File: config.mk
export PLATFORM = sky130hd
export DESIGN_NAME = sqsc_sequencer
export DESIGN_NICKNAME = d
export VERILOG_FILES = /design/src/include/sqsc_pkg.sv /design/src/design/sqsc_sequencer.sv
export SDC_FILE = /design/constraint.sdc
export NUM_CORES = 1
export LEC_CHECK = 0
export CAP_MARGIN = 10
export CORE_MARGIN = 8
export CORE_UTILIZATION = 24
export CTS_CLUSTER_DIAMETER = 120
export DETAILED_ROUTE_END_ITERATION = 10
export DONT_BUFFER_PORTS = 1
export MAX_ROUTING_LAYER = met4
export PLACE_DENSITY = 0.42
export SKIP_CTS_REPAIR_TIMING = 1
export SYNTH_ARGS = -nofsm -noshare
export SYNTH_HDL_FRONTEND = slang
export SYNTH_SLANG_ARGS = --single-unit
File: constraint.sdc
create_clock -name sys_clk -period 3.5 [get_ports sys_clk]
set_clock_uncertainty 0.2 [all_clocks]
set_input_delay 0.525 -clock sys_clk [delete_from_list [all_inputs] [get_ports sys_clk]]
set_output_delay 0.525 -clock sys_clk [all_outputs]
set_load 0.01 [all_outputs]
File: src/include/sqsc_pkg.sv
// sqsc_pkg: constants, field layouts and types for the sequencer supervisor control block
// assumes one 25 MHz clock and an avalon-mm register bus with 32-bit data
package sqsc_pkg;

  localparam int ADDR_W = 4;

  // register byte offsets
  localparam logic [ADDR_W-1:0] OFF_SSR = 4'h0;
  localparam logic [ADDR_W-1:0] OFF_PSR = 4'h4;
  localparam logic [ADDR_W-1:0] OFF_IBR = 4'h8;
  localparam logic [ADDR_W-1:0] OFF_CTL = 4'hc;

  // sequencer status bit positions
  localparam int SSR_MALFLG  = 0;
  localparam int SSR_SUPER   = 2;
  localparam int SSR_BRANCH  = 4;
  localparam int SSR_BRKFLG  = 6;
  localparam int SSR_TIMFLG  = 9;
  localparam int SSR_SOVFLG  = 11;
  localparam int SSR_SOVEN   = 12;
  localparam int SSR_SUNFLG  = 13;
  localparam int SSR_SUNEN   = 14;
  localparam int SSR_TRPFLG  = 15;
  localparam int SSR_TRPEN   = 16;
  localparam int SSR_PRVFLG  = 17;
  localparam int SSR_PRVEN   = 18;
  localparam int SSR_EXT4FLG = 19;
  localparam int SSR_EXT4EN  = 20;
  localparam int SSR_EXT23EN = 21;
  localparam int SSR_EXT2FLG = 22;
  localparam int SSR_EXT3FLG = 23;
  localparam int SSR_EXT1FLG = 24;
  localparam int SSR_EXT1EN  = 25;
  localparam int SSR_MEN     = 26;
  localparam int SSR_TOS_LO  = 27;
  localparam int TOS_W       = 5;

  localparam logic [31:0] SSR_RESET = 32'hf8000004;
  // bits that never hold state: the superivsor copy at 3 and branch copy 5 are zero here
  localparam logic [31:0] SSR_WMASK = 32'hffffffd7;

  // processor status layout
  localparam int PSR_CARRY = 0;
  localparam int PSR_BANK  = 1;
  localparam int PSR_FLR_LO = 8;
  localparam int PSR_SAR_LO = 16;
  localparam int PSR_FIELD_W = 5;
  localparam logic [31:0] PSR_WMASK = 32'h001f1f03;

  localparam logic [31:0] VEC_SLOT_BYTES = 32'h00000004;
  localparam int          TRAP_IMM_W = 11;

  // control operations presented by the decoder with the executing instruction
  typedef enum logic [3:0] {
    SQSC_OP_NONE   = 4'h0,
    SQSC_OP_BRANCH = 4'h1,  // taken branch
    SQSC_OP_CALL   = 4'h2,  // push return address and branch
    SQSC_OP_RET    = 4'h3,  // branch to top of stack and pop
    SQSC_OP_OVNEUT = 4'h4,
    SQSC_OP_OVNEUI = 4'h5,
    SQSC_OP_REVNEU = 4'h6,
    SQSC_OP_TRAPI  = 4'h7,
    SQSC_OP_RTI    = 4'h8,  // return from trap handler
    SQSC_OP_PUSH   = 4'h9,
    SQSC_OP_POP    = 4'ha
  } sqsc_op_t;

  typedef struct packed {
    logic          valid;
    sqsc_op_t      op;
    logic          priv;       // instruction reserved for supervisor mode
    logic          addrGen;    // address generation instruction
    logic [31:0]   addrValue;
    logic [31:0]   target;     // displacement or absolute target
    logic          absolute;
    logic [TRAP_IMM_W-1:0] trapImm;
  } sqsc_instr_t;

  typedef struct packed {
    logic [31:0] fetchAddr;
    logic        pushEn;
    logic        popEn;
    logic [31:0] pushData;
    logic [TOS_W-1:0] stackPtr;
  } sqsc_seq_t;

  typedef enum logic [1:0] {
    SQSC_RUN    = 2'b01,
    SQSC_SHADOW = 2'b10
  } sqsc_state_t;

endpackage

File: src/design/sqsc_sequencer.sv
// sqsc_sequencer: program sequencer control, privilege, counters, call stack pointer,
// interrupt flags and vectoring, with avalon-mm access to the status registers
// assumes the decoder presents one executing instruction per cycle, synchronous inputs
`timescale 1ns/1ps

module sqsc_sequencer
  import sqsc_pkg::*;
#(
  parameter logic [31:0] RESET_ADDR = 32'h00000000
) (
  input  wire logic             sys_clk,
  input  wire logic             rst,
  // avalon-mm slave
  input  wire logic [ADDR_W-1:0] avs_address,
  input  wire logic             avs_read,
  input  wire logic             avs_write,
  input  wire logic [31:0]      avs_writedata,
  input  wire logic [3:0]       avs_byteenable,
  output logic [31:0]           avs_readdata,
  output logic                  avs_waitrequest,
  output logic [1:0]            avs_response,
  // supervisor access qualifier from the issuing context
  input  wire logic             busSuper,
  // executing instruction from the decoder
  input  wire sqsc_instr_t      instr,
  input  wire logic [31:0]      stackTop,
  // external interrupt lines, active low, and internal event pulses
  input  wire logic [3:0]       extIrqN,
  input  wire logic             malEvent,
  input  wire logic             timEvent,
  input  wire logic             brkEvent,
  output sqsc_seq_t             seqOut,
  output logic                  squashShadow,
  output logic                  bankSel,
  output logic [31:0]           execAddr,
  output logic [31:0]           lastAddr,
  output logic [31:0]           irqExecSave,
  output logic [31:0]           irqFetchSave,
  output logic [31:0]           addrHold,
  output logic                  irqTaken,
  output logic [31:0]           ssrOut
);

  sqsc_state_t   state_reg;
  logic [31:0]   ssr_reg;
  logic [31:0]   psr_reg;
  logic [31:0]   ibr_reg;
  logic [31:0]   cea_reg;
  logic [31:0]   cfa_reg;
  logic          neutRev_reg;
  logic          neutOv_reg;
  logic          prevSuper_reg;
  logic          squash_reg;
  logic          ack_reg;
  logic          waitReq_reg;
  logic [31:0]   rdata_reg;
  logic [1:0]    resp_reg;
  sqsc_seq_t     seq_reg;
  logic          taken_reg;
  logic [31:0]   ila_reg;
  logic [31:0]   iea_reg;
  logic [31:0]   ifa_reg;
  logic [31:0]   adr_reg;

  logic          isSuper;
  logic          instrLive;
  logic          takenFlow;
  logic          privViol;
  logic          doPush;
  logic          doPop;
  logic [TOS_W-1:0] tos;
  logic [TOS_W-1:0] tosNext;
  logic          sovHit;
  logic          sunHit;
  logic [3:0]    extAct;
  logic          pending;
  logic [3:0]    vecClass;
  logic [31:0]   branchDest;
  logic [31:0]   vecAddr;
  logic          busReq;
  logic          busDone;
  logic          ssrWr;
  logic [31:0]   ssrSetMask;
  logic [31:0]   ssrIrqMask;

  // byte-lane merge, shared by every writable register
  function automatic logic [31:0] laneMerge(input logic [31:0] old, input logic [31:0] nw,
                                            input logic [3:0] laneEn, input logic [31:0] wm);
    logic [31:0] r;
    r = old;
    for (int i = 0; i < 4; i++) begin
      if (laneEn[i]) begin
        r[i*8 +: 8] = nw[i*8 +: 8];
      end
    end
    return (r & wm) | (old & ~wm);
  endfunction

  // decode of the executing instruction; a squashed shadow has no effects
  assign isSuper   = ssr_reg[SSR_SUPER];
  assign instrLive = instr.valid && !squash_reg;
  assign privViol  = instrLive && instr.priv && !isSuper;
  assign takenFlow = instrLive && !privViol && (instr.op == SQSC_OP_BRANCH ||
                     instr.op == SQSC_OP_CALL || instr.op == SQSC_OP_RET);
  assign doPush = instrLive && !privViol && (instr.op == SQSC_OP_CALL ||
                  instr.op == SQSC_OP_TRAPI || instr.op == SQSC_OP_PUSH ||
                  instr.op == SQSC_OP_OVNEUI);
  assign doPop  = instrLive && !privViol && (instr.op == SQSC_OP_RET || instr.op == SQSC_OP_POP);
  assign tos    = ssr_reg[SSR_TOS_LO +: TOS_W];
  // modulo 32 wrap by width
  assign tosNext = doPush ? tos + 5'h01 : (doPop ? tos - 5'h01 : tos);
  // near-full: the entry written is the third from the top; near-empty: popping entry 0
  assign sovHit = doPush && (tosNext == 5'h1d);
  assign sunHit = doPop && (tos == 5'h00);

  // relative branches use the executing address
  assign branchDest = instr.absolute ? instr.target : cea_reg + instr.target;

  // flag set sources; sets win over a same-cycle software clear
  assign extAct = ~extIrqN;
  always_comb begin
    ssrSetMask = 32'h00000000;
    ssrSetMask[SSR_MALFLG]  = malEvent;
    ssrSetMask[SSR_BRKFLG]  = brkEvent;
    ssrSetMask[SSR_TIMFLG]  = timEvent;
    ssrSetMask[SSR_SOVFLG]  = sovHit;
    ssrSetMask[SSR_SUNFLG]  = sunHit;
    ssrSetMask[SSR_TRPFLG]  = instrLive && !privViol && instr.op == SQSC_OP_TRAPI;
    ssrSetMask[SSR_PRVFLG]  = privViol;
    ssrSetMask[SSR_EXT1FLG] = extAct[0];
    ssrSetMask[SSR_EXT2FLG] = extAct[1];
    ssrSetMask[SSR_EXT3FLG] = extAct[2];
    ssrSetMask[SSR_EXT4FLG] = extAct[3];
  end

  // enabled pending flags, gated by master enable
  always_comb begin
    ssrIrqMask = 32'h00000000;
    ssrIrqMask[SSR_MALFLG]  = ssr_reg[SSR_MALFLG+1];
    ssrIrqMask[SSR_BRKFLG]  = ssr_reg[SSR_BRKFLG+1] | ssr_reg[SSR_BRKFLG+2];
    ssrIrqMask[SSR_TIMFLG]  = ssr_reg[SSR_TIMFLG+1];
    ssrIrqMask[SSR_SOVFLG]  = ssr_reg[SSR_SOVEN];
    ssrIrqMask[SSR_SUNFLG]  = ssr_reg[SSR_SUNEN];
    ssrIrqMask[SSR_TRPFLG]  = ssr_reg[SSR_TRPEN];
    ssrIrqMask[SSR_PRVFLG]  = ssr_reg[SSR_PRVEN];
    ssrIrqMask[SSR_EXT1FLG] = ssr_reg[SSR_EXT1EN];
    ssrIrqMask[SSR_EXT2FLG] = ssr_reg[SSR_EXT23EN];
    ssrIrqMask[SSR_EXT3FLG] = ssr_reg[SSR_EXT23EN];
    ssrIrqMask[SSR_EXT4FLG] = ssr_reg[SSR_EXT4EN];
  end
  // no sequence at all while master enable is clear
  assign pending = ssr_reg[SSR_MEN] && |(ssr_reg & ssrIrqMask);

  // four class bits pick one of sixteen vectors
  assign vecClass = {|(ssr_reg & ssrIrqMask & ~32'h01c28000),
                     (ssr_reg[SSR_TRPFLG] & ssrIrqMask[SSR_TRPFLG]) |
                     (ssr_reg[SSR_PRVFLG] & ssrIrqMask[SSR_PRVFLG]),
                     |(ssr_reg & ssrIrqMask & 32'h00c00000),
                     ssr_reg[SSR_EXT1FLG] & ssrIrqMask[SSR_EXT1FLG]};
  assign vecAddr = ibr_reg + {26'h0000000, 2'b00, vecClass} * VEC_SLOT_BYTES;

  // bus decode: one-cycle wait, answered on the second edge
  assign busReq  = (avs_read || avs_write) && !ack_reg;
  // writes land on the edge that completes the transfer, never while waitrequest is high,
  // so a master that changed its data during the wait could not leave a stale word behind
  assign busDone = (avs_read || avs_write) && ack_reg;
  assign ssrWr   = busDone && avs_write && avs_address == OFF_SSR && busSuper;

  // sequencer state: shadow slot handling
  always_ff @(posedge sys_clk) begin
    if (rst) begin
      state_reg   <= SQSC_RUN;
      squash_reg  <= 1'b0;
      neutOv_reg  <= 1'b0;
      neutRev_reg <= 1'b0;
    end else begin
      case (state_reg)
        SQSC_RUN: begin
          if (pending) begin
            state_reg  <= SQSC_SHADOW;
            squash_reg <= 1'b1;
          end else if (takenFlow) begin
            state_reg  <= SQSC_SHADOW;
            // reverse mode squashes only where override was asked
            squash_reg <= neutRev_reg ? neutOv_reg : !neutOv_reg;
          end
        end
        SQSC_SHADOW: begin
          state_reg  <= SQSC_RUN;
          squash_reg <= 1'b0;
        end
        default: begin
          state_reg  <= SQSC_RUN;
          squash_reg <= 1'b0;
        end
      endcase
      // neutralization controls also act from an executed shadow slot
      if (instrLive && (instr.op == SQSC_OP_OVNEUT || instr.op == SQSC_OP_OVNEUI)) begin
        neutOv_reg <= 1'b1;
      end else if (takenFlow && state_reg == SQSC_RUN) begin
        neutOv_reg <= 1'b0;
      end
      if (instrLive && instr.op == SQSC_OP_REVNEU) begin
        neutRev_reg <= !neutRev_reg;
      end
    end
  end

  // program counters and interrupt save registers
  always_ff @(posedge sys_clk) begin
    if (rst) begin
      cea_reg  <= RESET_ADDR;
      cfa_reg  <= RESET_ADDR + VEC_SLOT_BYTES;
      iea_reg  <= 32'h00000000;
      ifa_reg  <= 32'h00000000;
      ila_reg  <= 32'h00000000;
      taken_reg <= 1'b0;
    end else begin
      taken_reg <= 1'b0;
      cea_reg <= cfa_reg;
      if (instrLive && !privViol) begin
        ila_reg <= cea_reg;
      end
      if (state_reg == SQSC_RUN && pending) begin
        iea_reg  <= cea_reg;
        ifa_reg  <= cfa_reg;
        cfa_reg  <= vecAddr;
        taken_reg <= 1'b1;
      end else if (state_reg == SQSC_RUN && takenFlow) begin
        cfa_reg <= (instr.op == SQSC_OP_RET) ? stackTop : branchDest;
      end else if (state_reg == SQSC_RUN && instrLive && instr.op == SQSC_OP_RTI) begin
        cfa_reg <= ifa_reg;
      end else begin
        cfa_reg <= cfa_reg + VEC_SLOT_BYTES;
      end
    end
  end

  // address holding register
  always_ff @(posedge sys_clk) begin
    if (rst) begin
      adr_reg <= 32'h00000000;
    end else if (instrLive && instr.addrGen) begin
      adr_reg <= instr.addrValue;
    end
  end

  // sequencer status register
  always_ff @(posedge sys_clk) begin
    if (rst) begin
      ssr_reg       <= SSR_RESET;
      prevSuper_reg <= 1'b1;
    end else begin
      logic [31:0] s;
      s = ssrWr ? laneMerge(ssr_reg, avs_writedata, avs_byteenable, SSR_WMASK) : ssr_reg;
      s = s | ssrSetMask;
      s[SSR_TOS_LO +: TOS_W] = tosNext;
      s[SSR_BRANCH] = takenFlow;
      if (state_reg == SQSC_RUN && pending) begin
        prevSuper_reg <= ssr_reg[SSR_SUPER];
        s[SSR_SUPER] = 1'b1;
        // master enable drops on entry so a still-set flag cannot re-enter and
        // overwrite the saved counters and mode before the handler runs
        s[SSR_MEN] = 1'b0;
      end else if (instrLive && instr.op == SQSC_OP_RTI && isSuper) begin
        s[SSR_SUPER] = prevSuper_reg;
      end
      ssr_reg <= s;
    end
  end

  // processor status and interrupt base registers
  always_ff @(posedge sys_clk) begin
    if (rst) begin
      psr_reg <= 32'h00000000;
      ibr_reg <= 32'h00000000;
    end else if (busDone && avs_write) begin
      if (avs_address == OFF_PSR) begin
        // reserved bits forced to zero
        psr_reg <= laneMerge(psr_reg, avs_writedata, avs_byteenable, PSR_WMASK);
      end
      if (avs_address == OFF_IBR && busSuper) begin
        ibr_reg <= laneMerge(ibr_reg, avs_writedata, avs_byteenable, 32'hfffffffc);
      end
    end
  end

  // avalon read path and response
  always_ff @(posedge sys_clk) begin
    if (rst) begin
      ack_reg     <= 1'b0;
      waitReq_reg <= 1'b1;
      rdata_reg   <= 32'h00000000;
      resp_reg    <= 2'b00;
    end else begin
      ack_reg     <= busReq;
      // own flop keeps the bus output glitch free; low for one cycle per request
      waitReq_reg <= !busReq;
      if (busReq) begin
        resp_reg  <= 2'b00;
        rdata_reg <= 32'h00000000;
        case (avs_address)
          OFF_SSR: begin
            if (busSuper) begin
              rdata_reg <= ssr_reg;
            end else begin
              resp_reg <= 2'b10;
            end
          end
          OFF_PSR: rdata_reg <= psr_reg;
          OFF_IBR: rdata_reg <= ibr_reg;
          OFF_CTL: rdata_reg <= {30'h00000000, neutRev_reg, psr_reg[PSR_BANK]};
          default: resp_reg <= 2'b11;
        endcase
      end
    end
  end

  // registered outputs to the datapath
  always_ff @(posedge sys_clk) begin
    if (rst) begin
      seq_reg <= '0;
    end else begin
      seq_reg.fetchAddr <= cfa_reg;
      seq_reg.pushEn    <= doPush;
      seq_reg.popEn     <= doPop;
      // trap pushes its immediate, calls push the next address
      seq_reg.pushData  <= (instr.op == SQSC_OP_TRAPI) ?
                           {21'h000000, instr.trapImm} : cfa_reg;
      seq_reg.stackPtr  <= tosNext;
    end
  end

  assign avs_waitrequest = waitReq_reg;
  assign avs_readdata    = rdata_reg;
  assign avs_response    = resp_reg;
  assign seqOut          = seq_reg;
  assign squashShadow    = squash_reg;
  assign bankSel         = psr_reg[PSR_BANK];
  assign execAddr        = cea_reg;
  assign lastAddr        = ila_reg;
  assign irqExecSave     = iea_reg;
  assign irqFetchSave    = ifa_reg;
  assign addrHold        = adr_reg;
  assign irqTaken        = taken_reg;
  assign ssrOut          = ssr_reg;

endmodule

=== Word-level counts from Yosys, hierarchy flattened ===
Index checks and enable logic that the tools add are counted.

* Register bits: 370
* Word-level logic and storage cells: 169
* Output and inout bits: 301
* Bits of input ports: 167

* Equal/unequal tests: 15
* Add/sub/neg operators: 5
* Mux-type cells: 58
* Reduce and logical (&&, ||, !) cells: 54
* Bitwise logic cells: 12

{| class="wikitable"
|+ Operator list
! cell !! number
|-
| $mux W32 || 6
|-
| $mux W8 || 22
|-
| $pmux W32 S4 || 1
|-
| $mux W5 || 10
|-
| $add A32 B3 Y32 const B || 1
|-
| $add A32 B32 Y32 || 1
|-
| $add A32 B6 Y32 || 1
|-
| $and A32 B25 Y32 || 1
|-
| $or A21 B32 Y32 || 1
|-
| $or A32 B2 Y32 || 1
|-
| $reduce_or A32 Y1 || 1
|-
| $mux W27 || 1
|-
| $or A27 B25 Y27 || 1
|-
| $or A27 B6 Y27 || 1
|-
| $reduce_or A27 Y1 || 1
|-
| $logic_and A1 B1 Y1 || 26
|-
| $eq A4 B3 Y1 const B || 5
|-
| $eq A4 B4 Y1 const B || 5
|-
| $mux W2 || 7
|-
| $mux W11 || 1
|-
| $eq A4 B2 Y1 const B || 2
|-
| $logic_or A1 B1 Y1 || 8
|-
| $reduce_or A2 Y1 || 4
|-
| $logic_not A1 Y1 || 7
|-
| other kinds (17) || 29
|}

=== Logic depth before layout (Yosys ltp) ===
* Depth in word-level cells: 13
* Mapped depth: 12
* Gate-level depth less buffers: 12

=== Least setup slack after synthesis ===
OpenSTA, ideal clock, no wires.

* Path kind: input to register
* Start point: in instr[20] (netlist bit)
* End point: reg cfa_reg[28]
* Slack: 464 ps
* Stages: 10
* Data arrival time: 2741 ps
* Library setup time: 95 ps
* Path buffers: 0
* Data required time: 3205 ps
* Cell sequence: ha_1 > a211oi_1 > o21bai_1 > nor4_1 > nand3b_1 > a31o_2 > a211oi_1 > xor2_1 > a211o_1 > a221oi_1

* Cells in the longest elaborated chain, start to end: 5

{| class="wikitable"
|+ Ends and longest elaborated chain
! element !! line !! text
|-
| start: declaration || sqsc_sequencer.sv:25 || <nowiki>input wire sqsc_instr_t instr,</nowiki>
|-
| $add A32 B32 Y32 || sqsc_sequencer.sv:117 || <nowiki>assign branchDest = instr.absolute ? instr.target : cea_reg + instr.target;</nowiki>
|-
| $mux W32 || sqsc_sequencer.sv:117 ||
|-
| $mux W32 || sqsc_sequencer.sv:230 || <nowiki>cfa_reg <= (instr.op == SQSC_OP_RET) ? stackTop : branchDest;</nowiki>
|-
| $mux W32 || sqsc_sequencer.sv:229 || <nowiki>end else if (state_reg == SQSC_RUN && takenFlow) begin</nowiki>
|-
| $mux W32 || sqsc_sequencer.sv:224 || <nowiki>if (state_reg == SQSC_RUN && pending) begin</nowiki>
|-
| end signal: assignment || sqsc_sequencer.sv:227 || <nowiki>cfa_reg <= vecAddr;</nowiki>
|-
| end signal: assignment || sqsc_sequencer.sv:230 ||
|-
| end signal: assignment || sqsc_sequencer.sv:232 || <nowiki>cfa_reg <= ifa_reg;</nowiki>
|-
| end: declaration || sqsc_sequencer.sv:49 || <nowiki>logic [31:0] cfa_reg;</nowiki>
|}

Every way passes these cells.
A chain may end at the register's enable or synchronous reset.

==> impl_metrics.env <==
export IMPL_placed_cells=2723
export IMPL_start_util_pct=24.2
export IMPL_fmax_mhz=305
export IMPL_crit_arrival_ns=3.50
export IMPL_violations="negative hold slack"
export IMPL_min_path_type="input port to flip-flop"
export IMPL_syn_area_sq_um=16000
export IMPL_port_buffers=0
export IMPL_cts_buffers=45
export IMPL_cp_end_kind="flip-flop"
export IMPL_detail_route_antenna_nets=0
export IMPL_grt_ovfl_total=0
export IMPL_slew_headroom_pct=27.5
export IMPL_finalCritPeriodShare_pct=93.6
export IMPL_power_density_nw_per_um2=496
export IMPL_synth_cell_types=78
export IMPL_die_area_sq_um=75100
export IMPL_max_stage_delay_ns=0.44
export IMPL_drc_errors=0
export IMPL_grt_use_met1_pct=22.4
export IMPL_status="finished with violations"
export IMPL_dieWidth_microns=274
export IMPL_cts_sinks=346
export IMPL_grt_pass1_vias=14200
export IMPL_syn_inst=1918
export IMPL_clock_latency_ns=0.58
export IMPL_synth_avg_cell_area_sq_um=8.33
export IMPL_power_total_mw=9.88
export IMPL_tightest_slew_ns=1.08
export IMPL_drv_cap=0
export IMPL_viasPerCell=5.03
export IMPL_synth_edff_count=0
export IMPL_busiest_layer="met2"
export IMPL_crit_slowest_cell="o311ai_1"
export IMPL_wl_per_cell_microns=25.3
export IMPL_gr_usage_met3_pct=6.80
export IMPL_hpwl_microns=55800
export IMPL_grt_use_met2_pct=29.9
export IMPL_path_delay_family="compound AO/OA/AOI/OAI gates"
export IMPL_synthToLayoutAreaGrowth_pct=24.6
export IMPL_nFillCells=7020
export IMPL_worstPathMaxFanout=6
export IMPL_htreeDepth=2
export IMPL_core_sq_um=65900
export IMPL_peakVddDrop_v=0.000324
export IMPL_path_buf_inv=0
export IMPL_layout_drive_gt1_share_pct=9.90
export IMPL_rows=94
export IMPL_post_route_min_period_ns=3.28
export IMPL_dr_pass1_iters=6
export IMPL_rsz0062_at_grt="false"
export IMPL_hold_ws_ns=-0.0111
export IMPL_synth_async_sr_flop_share_pct=0
export IMPL_grt_pass1_wl_microns=103000
export IMPL_grt_usage_pct=18.9
export IMPL_stdcell_count=2935
export IMPL_slew_violations=0
export IMPL_leakage_nw=7.45
export IMPL_worstPathCellList="ha_1 -> a211oi_1 -> o21bai_1 -> a21oi_1 -> and2_1 -> o221ai_1 -> a21oi_1 -> xnor2_1 -> o311ai_1 -> a221oi_1"
export IMPL_synthFlopType="dfxtp_1"
export IMPL_hold_viol=2
export IMPL_cts_buffer_depth=3
export IMPL_ios=468
export IMPL_ys_seq_area_share_pct=43.4
export IMPL_grt_max_degree=213
export IMPL_gp_congestion=0.860
export IMPL_antenna_found_initial=11
export IMPL_regArea_sq_um=6930
export IMPL_vias=14800
export IMPL_initialDrtViolationCount=984
export IMPL_setup_tns_ns=0
export IMPL_cts_root_buf="clkbuf_16"
export IMPL_setup_viol=0
export IMPL_largest_reg_flops=71
export IMPL_die_h_microns=274
export IMPL_cts_tree="yes"
export IMPL_cpMostUsedCell="a21oi_1"
export IMPL_synth_seq_cells=346
export IMPL_required_ns=3.72
export IMPL_multiInputGateArea_sq_um=8280
export IMPL_worstSetupPathType="flip-flop to flip-flop"
export IMPL_drt_wl_total_microns=74200
export IMPL_nets=2234
export IMPL_yosys_warnings=0
export IMPL_critPathLaunchType="flip-flop"
export IMPL_clk_pin_slew_ns=0.06
[cell families (layout without fill, tap and decap cells)]
kind of cell / Yosys count / in the layout / share of synthesized area (%)
fa+ha+maj: 41 / 41 / 3.31
mux: 21 / 21 / 1.33
flops: 346 / 346 / 43.4
other cells: 1 / 13 / 0.0235
simple gates: 721 / 721 / 21.0
xor+xnor: 82 / 82 / 4.50
compound gates: 532 / 532 / 21.4
buf+inv: 174 / 315 / 5.07
[layout by cell type (no fill, tap or decap), types with 6 or more instances in the layout]
| cell | synthesis | routed |
|---|---|---|
| nand4_1 | 16 | 16 |
| a22o_1 | 67 | 67 |
| a21o_1 | 15 | 15 |
| buf_4 | 34 | 98 |
| clkbuf_16 | 0 | 47 |
| o21ai_0 | 97 | 97 |
| nor2b_1 | 45 | 45 |
| diode_2 | 0 | 11 |
| a211oi_1 | 17 | 17 |
| inv_1 | 15 | 15 |
| ha_1 | 39 | 39 |
| clkinv_2 | 0 | 10 |
| dfxtp_1 | 346 | 346 |
| or3_1 | 12 | 12 |
| a31oi_1 | 10 | 10 |
| nor2_1 | 89 | 87 |
| a22oi_1 | 23 | 23 |
| nand2_1 | 343 | 343 |
| or2_2 | 6 | 6 |
| nor3b_1 | 13 | 12 |
| and3_1 | 20 | 20 |
| and4_1 | 6 | 6 |
| dlygate4sd3_1 | 0 | 119 |
| a21oi_1 | 204 | 204 |
| nand2b_1 | 17 | 16 |
| o31ai_1 | 7 | 7 |
| xor2_1 | 37 | 37 |
| o211ai_1 | 29 | 29 |
| a222oi_1 | 11 | 11 |
| xnor2_1 | 45 | 45 |
| and2_1 | 26 | 26 |
| bufinv_16 | 0 | 6 |
| nor4_1 | 6 | 6 |
| mux2i_1 | 19 | 19 |
| a221oi_1 | 8 | 8 |
| nand3_1 | 89 | 88 |
| nor3_1 | 20 | 20 |
[worst paths after layout]
path	start	end	slack, ns	depth (start not counted)
worst max-delay path	seqOut[47]$_SDFF_PP0_	cfa_reg[17]$_SDFF_PP0_	0.22	10
worst min register to register	psr_reg[18]$_SDFFE_PP0P_	psr_reg[18]$_SDFFE_PP0P_	0.26	2
worst max register to register	seqOut[47]$_SDFF_PP0_	cfa_reg[17]$_SDFF_PP0_	0.22	10
worst min-delay path	avs_address[0]	avs_response[0]$_SDFFE_PP0P_	-0.01	2
[metal layers]
metal	share of wire, %	vias to the layer above
met5	0	-
met4	2.1	0
met3	9.6	85
met2	47	542
met1	41	7138
li1	-	6996
[area by class of cell]
type / instances / area share (%)
tap: 864 / 5.43
timing repair buffer: 218 / 9.82
clock inverter: 26 / 1.57
antenna: 11 / 0.138
multi-input combinational: 1399 / 41.6
sequential: 346 / 34.8
inverter: 16 / 0.314
clock buffer: 55 / 6.31
[cells in the mapped netlist (all sizes together), types with 7 or more instances]
cell	instances	area (sq um)
a222oi	11	110
o31ai	7	52.6
buf	52	347
or3	12	75.1
xor2	37	324
a221oi	9	85.1
nor2	90	340
nor3b	13	97.6
nor2b	45	282
nand4	17	113
xnor2	45	394
nand2b	18	115
and3	20	125
nor3	21	110
nand2	343	1290
clkbuf	106	400
and2	26	163
inv	16	62.6
mux2i	19	190
nand3	89	445
dfxtp	346	6930
a22oi	23	173
o211ai	29	218
ha	39	488
a31oi	10	62.6
a21oi	206	1040
a22o	67	587
a21o	15	113
o21ai	98	490
a211oi	17	128
[where the power goes]
group | switching, mW | leakage (nW) | total, mW | internal (mW)
combinational | 0.456 | 3.88 | 0.764 | 0.308
sequential | 0.149 | 2.80 | 4.18 | 4.04
clock | 1.92 | 0.770 | 4.93 | 3.00
total | 2.53 | 7.45 | 9.88 | 7.35
[stage by stage]
step	setup WS (ns)	utilization [%]	instance area [sq um]
6_report	0.224	30.2	19900
5_1_grt	0.0455	30.2	19900
4_1_cts	0.0289	28.3	18600
3_5_place_dp	-0.174	25.9	17100
3_3_place_gp	-0.109	25.9	17100
2_1_floorplan	0.464	-	16000
Power figures use the tool's default switching activity.
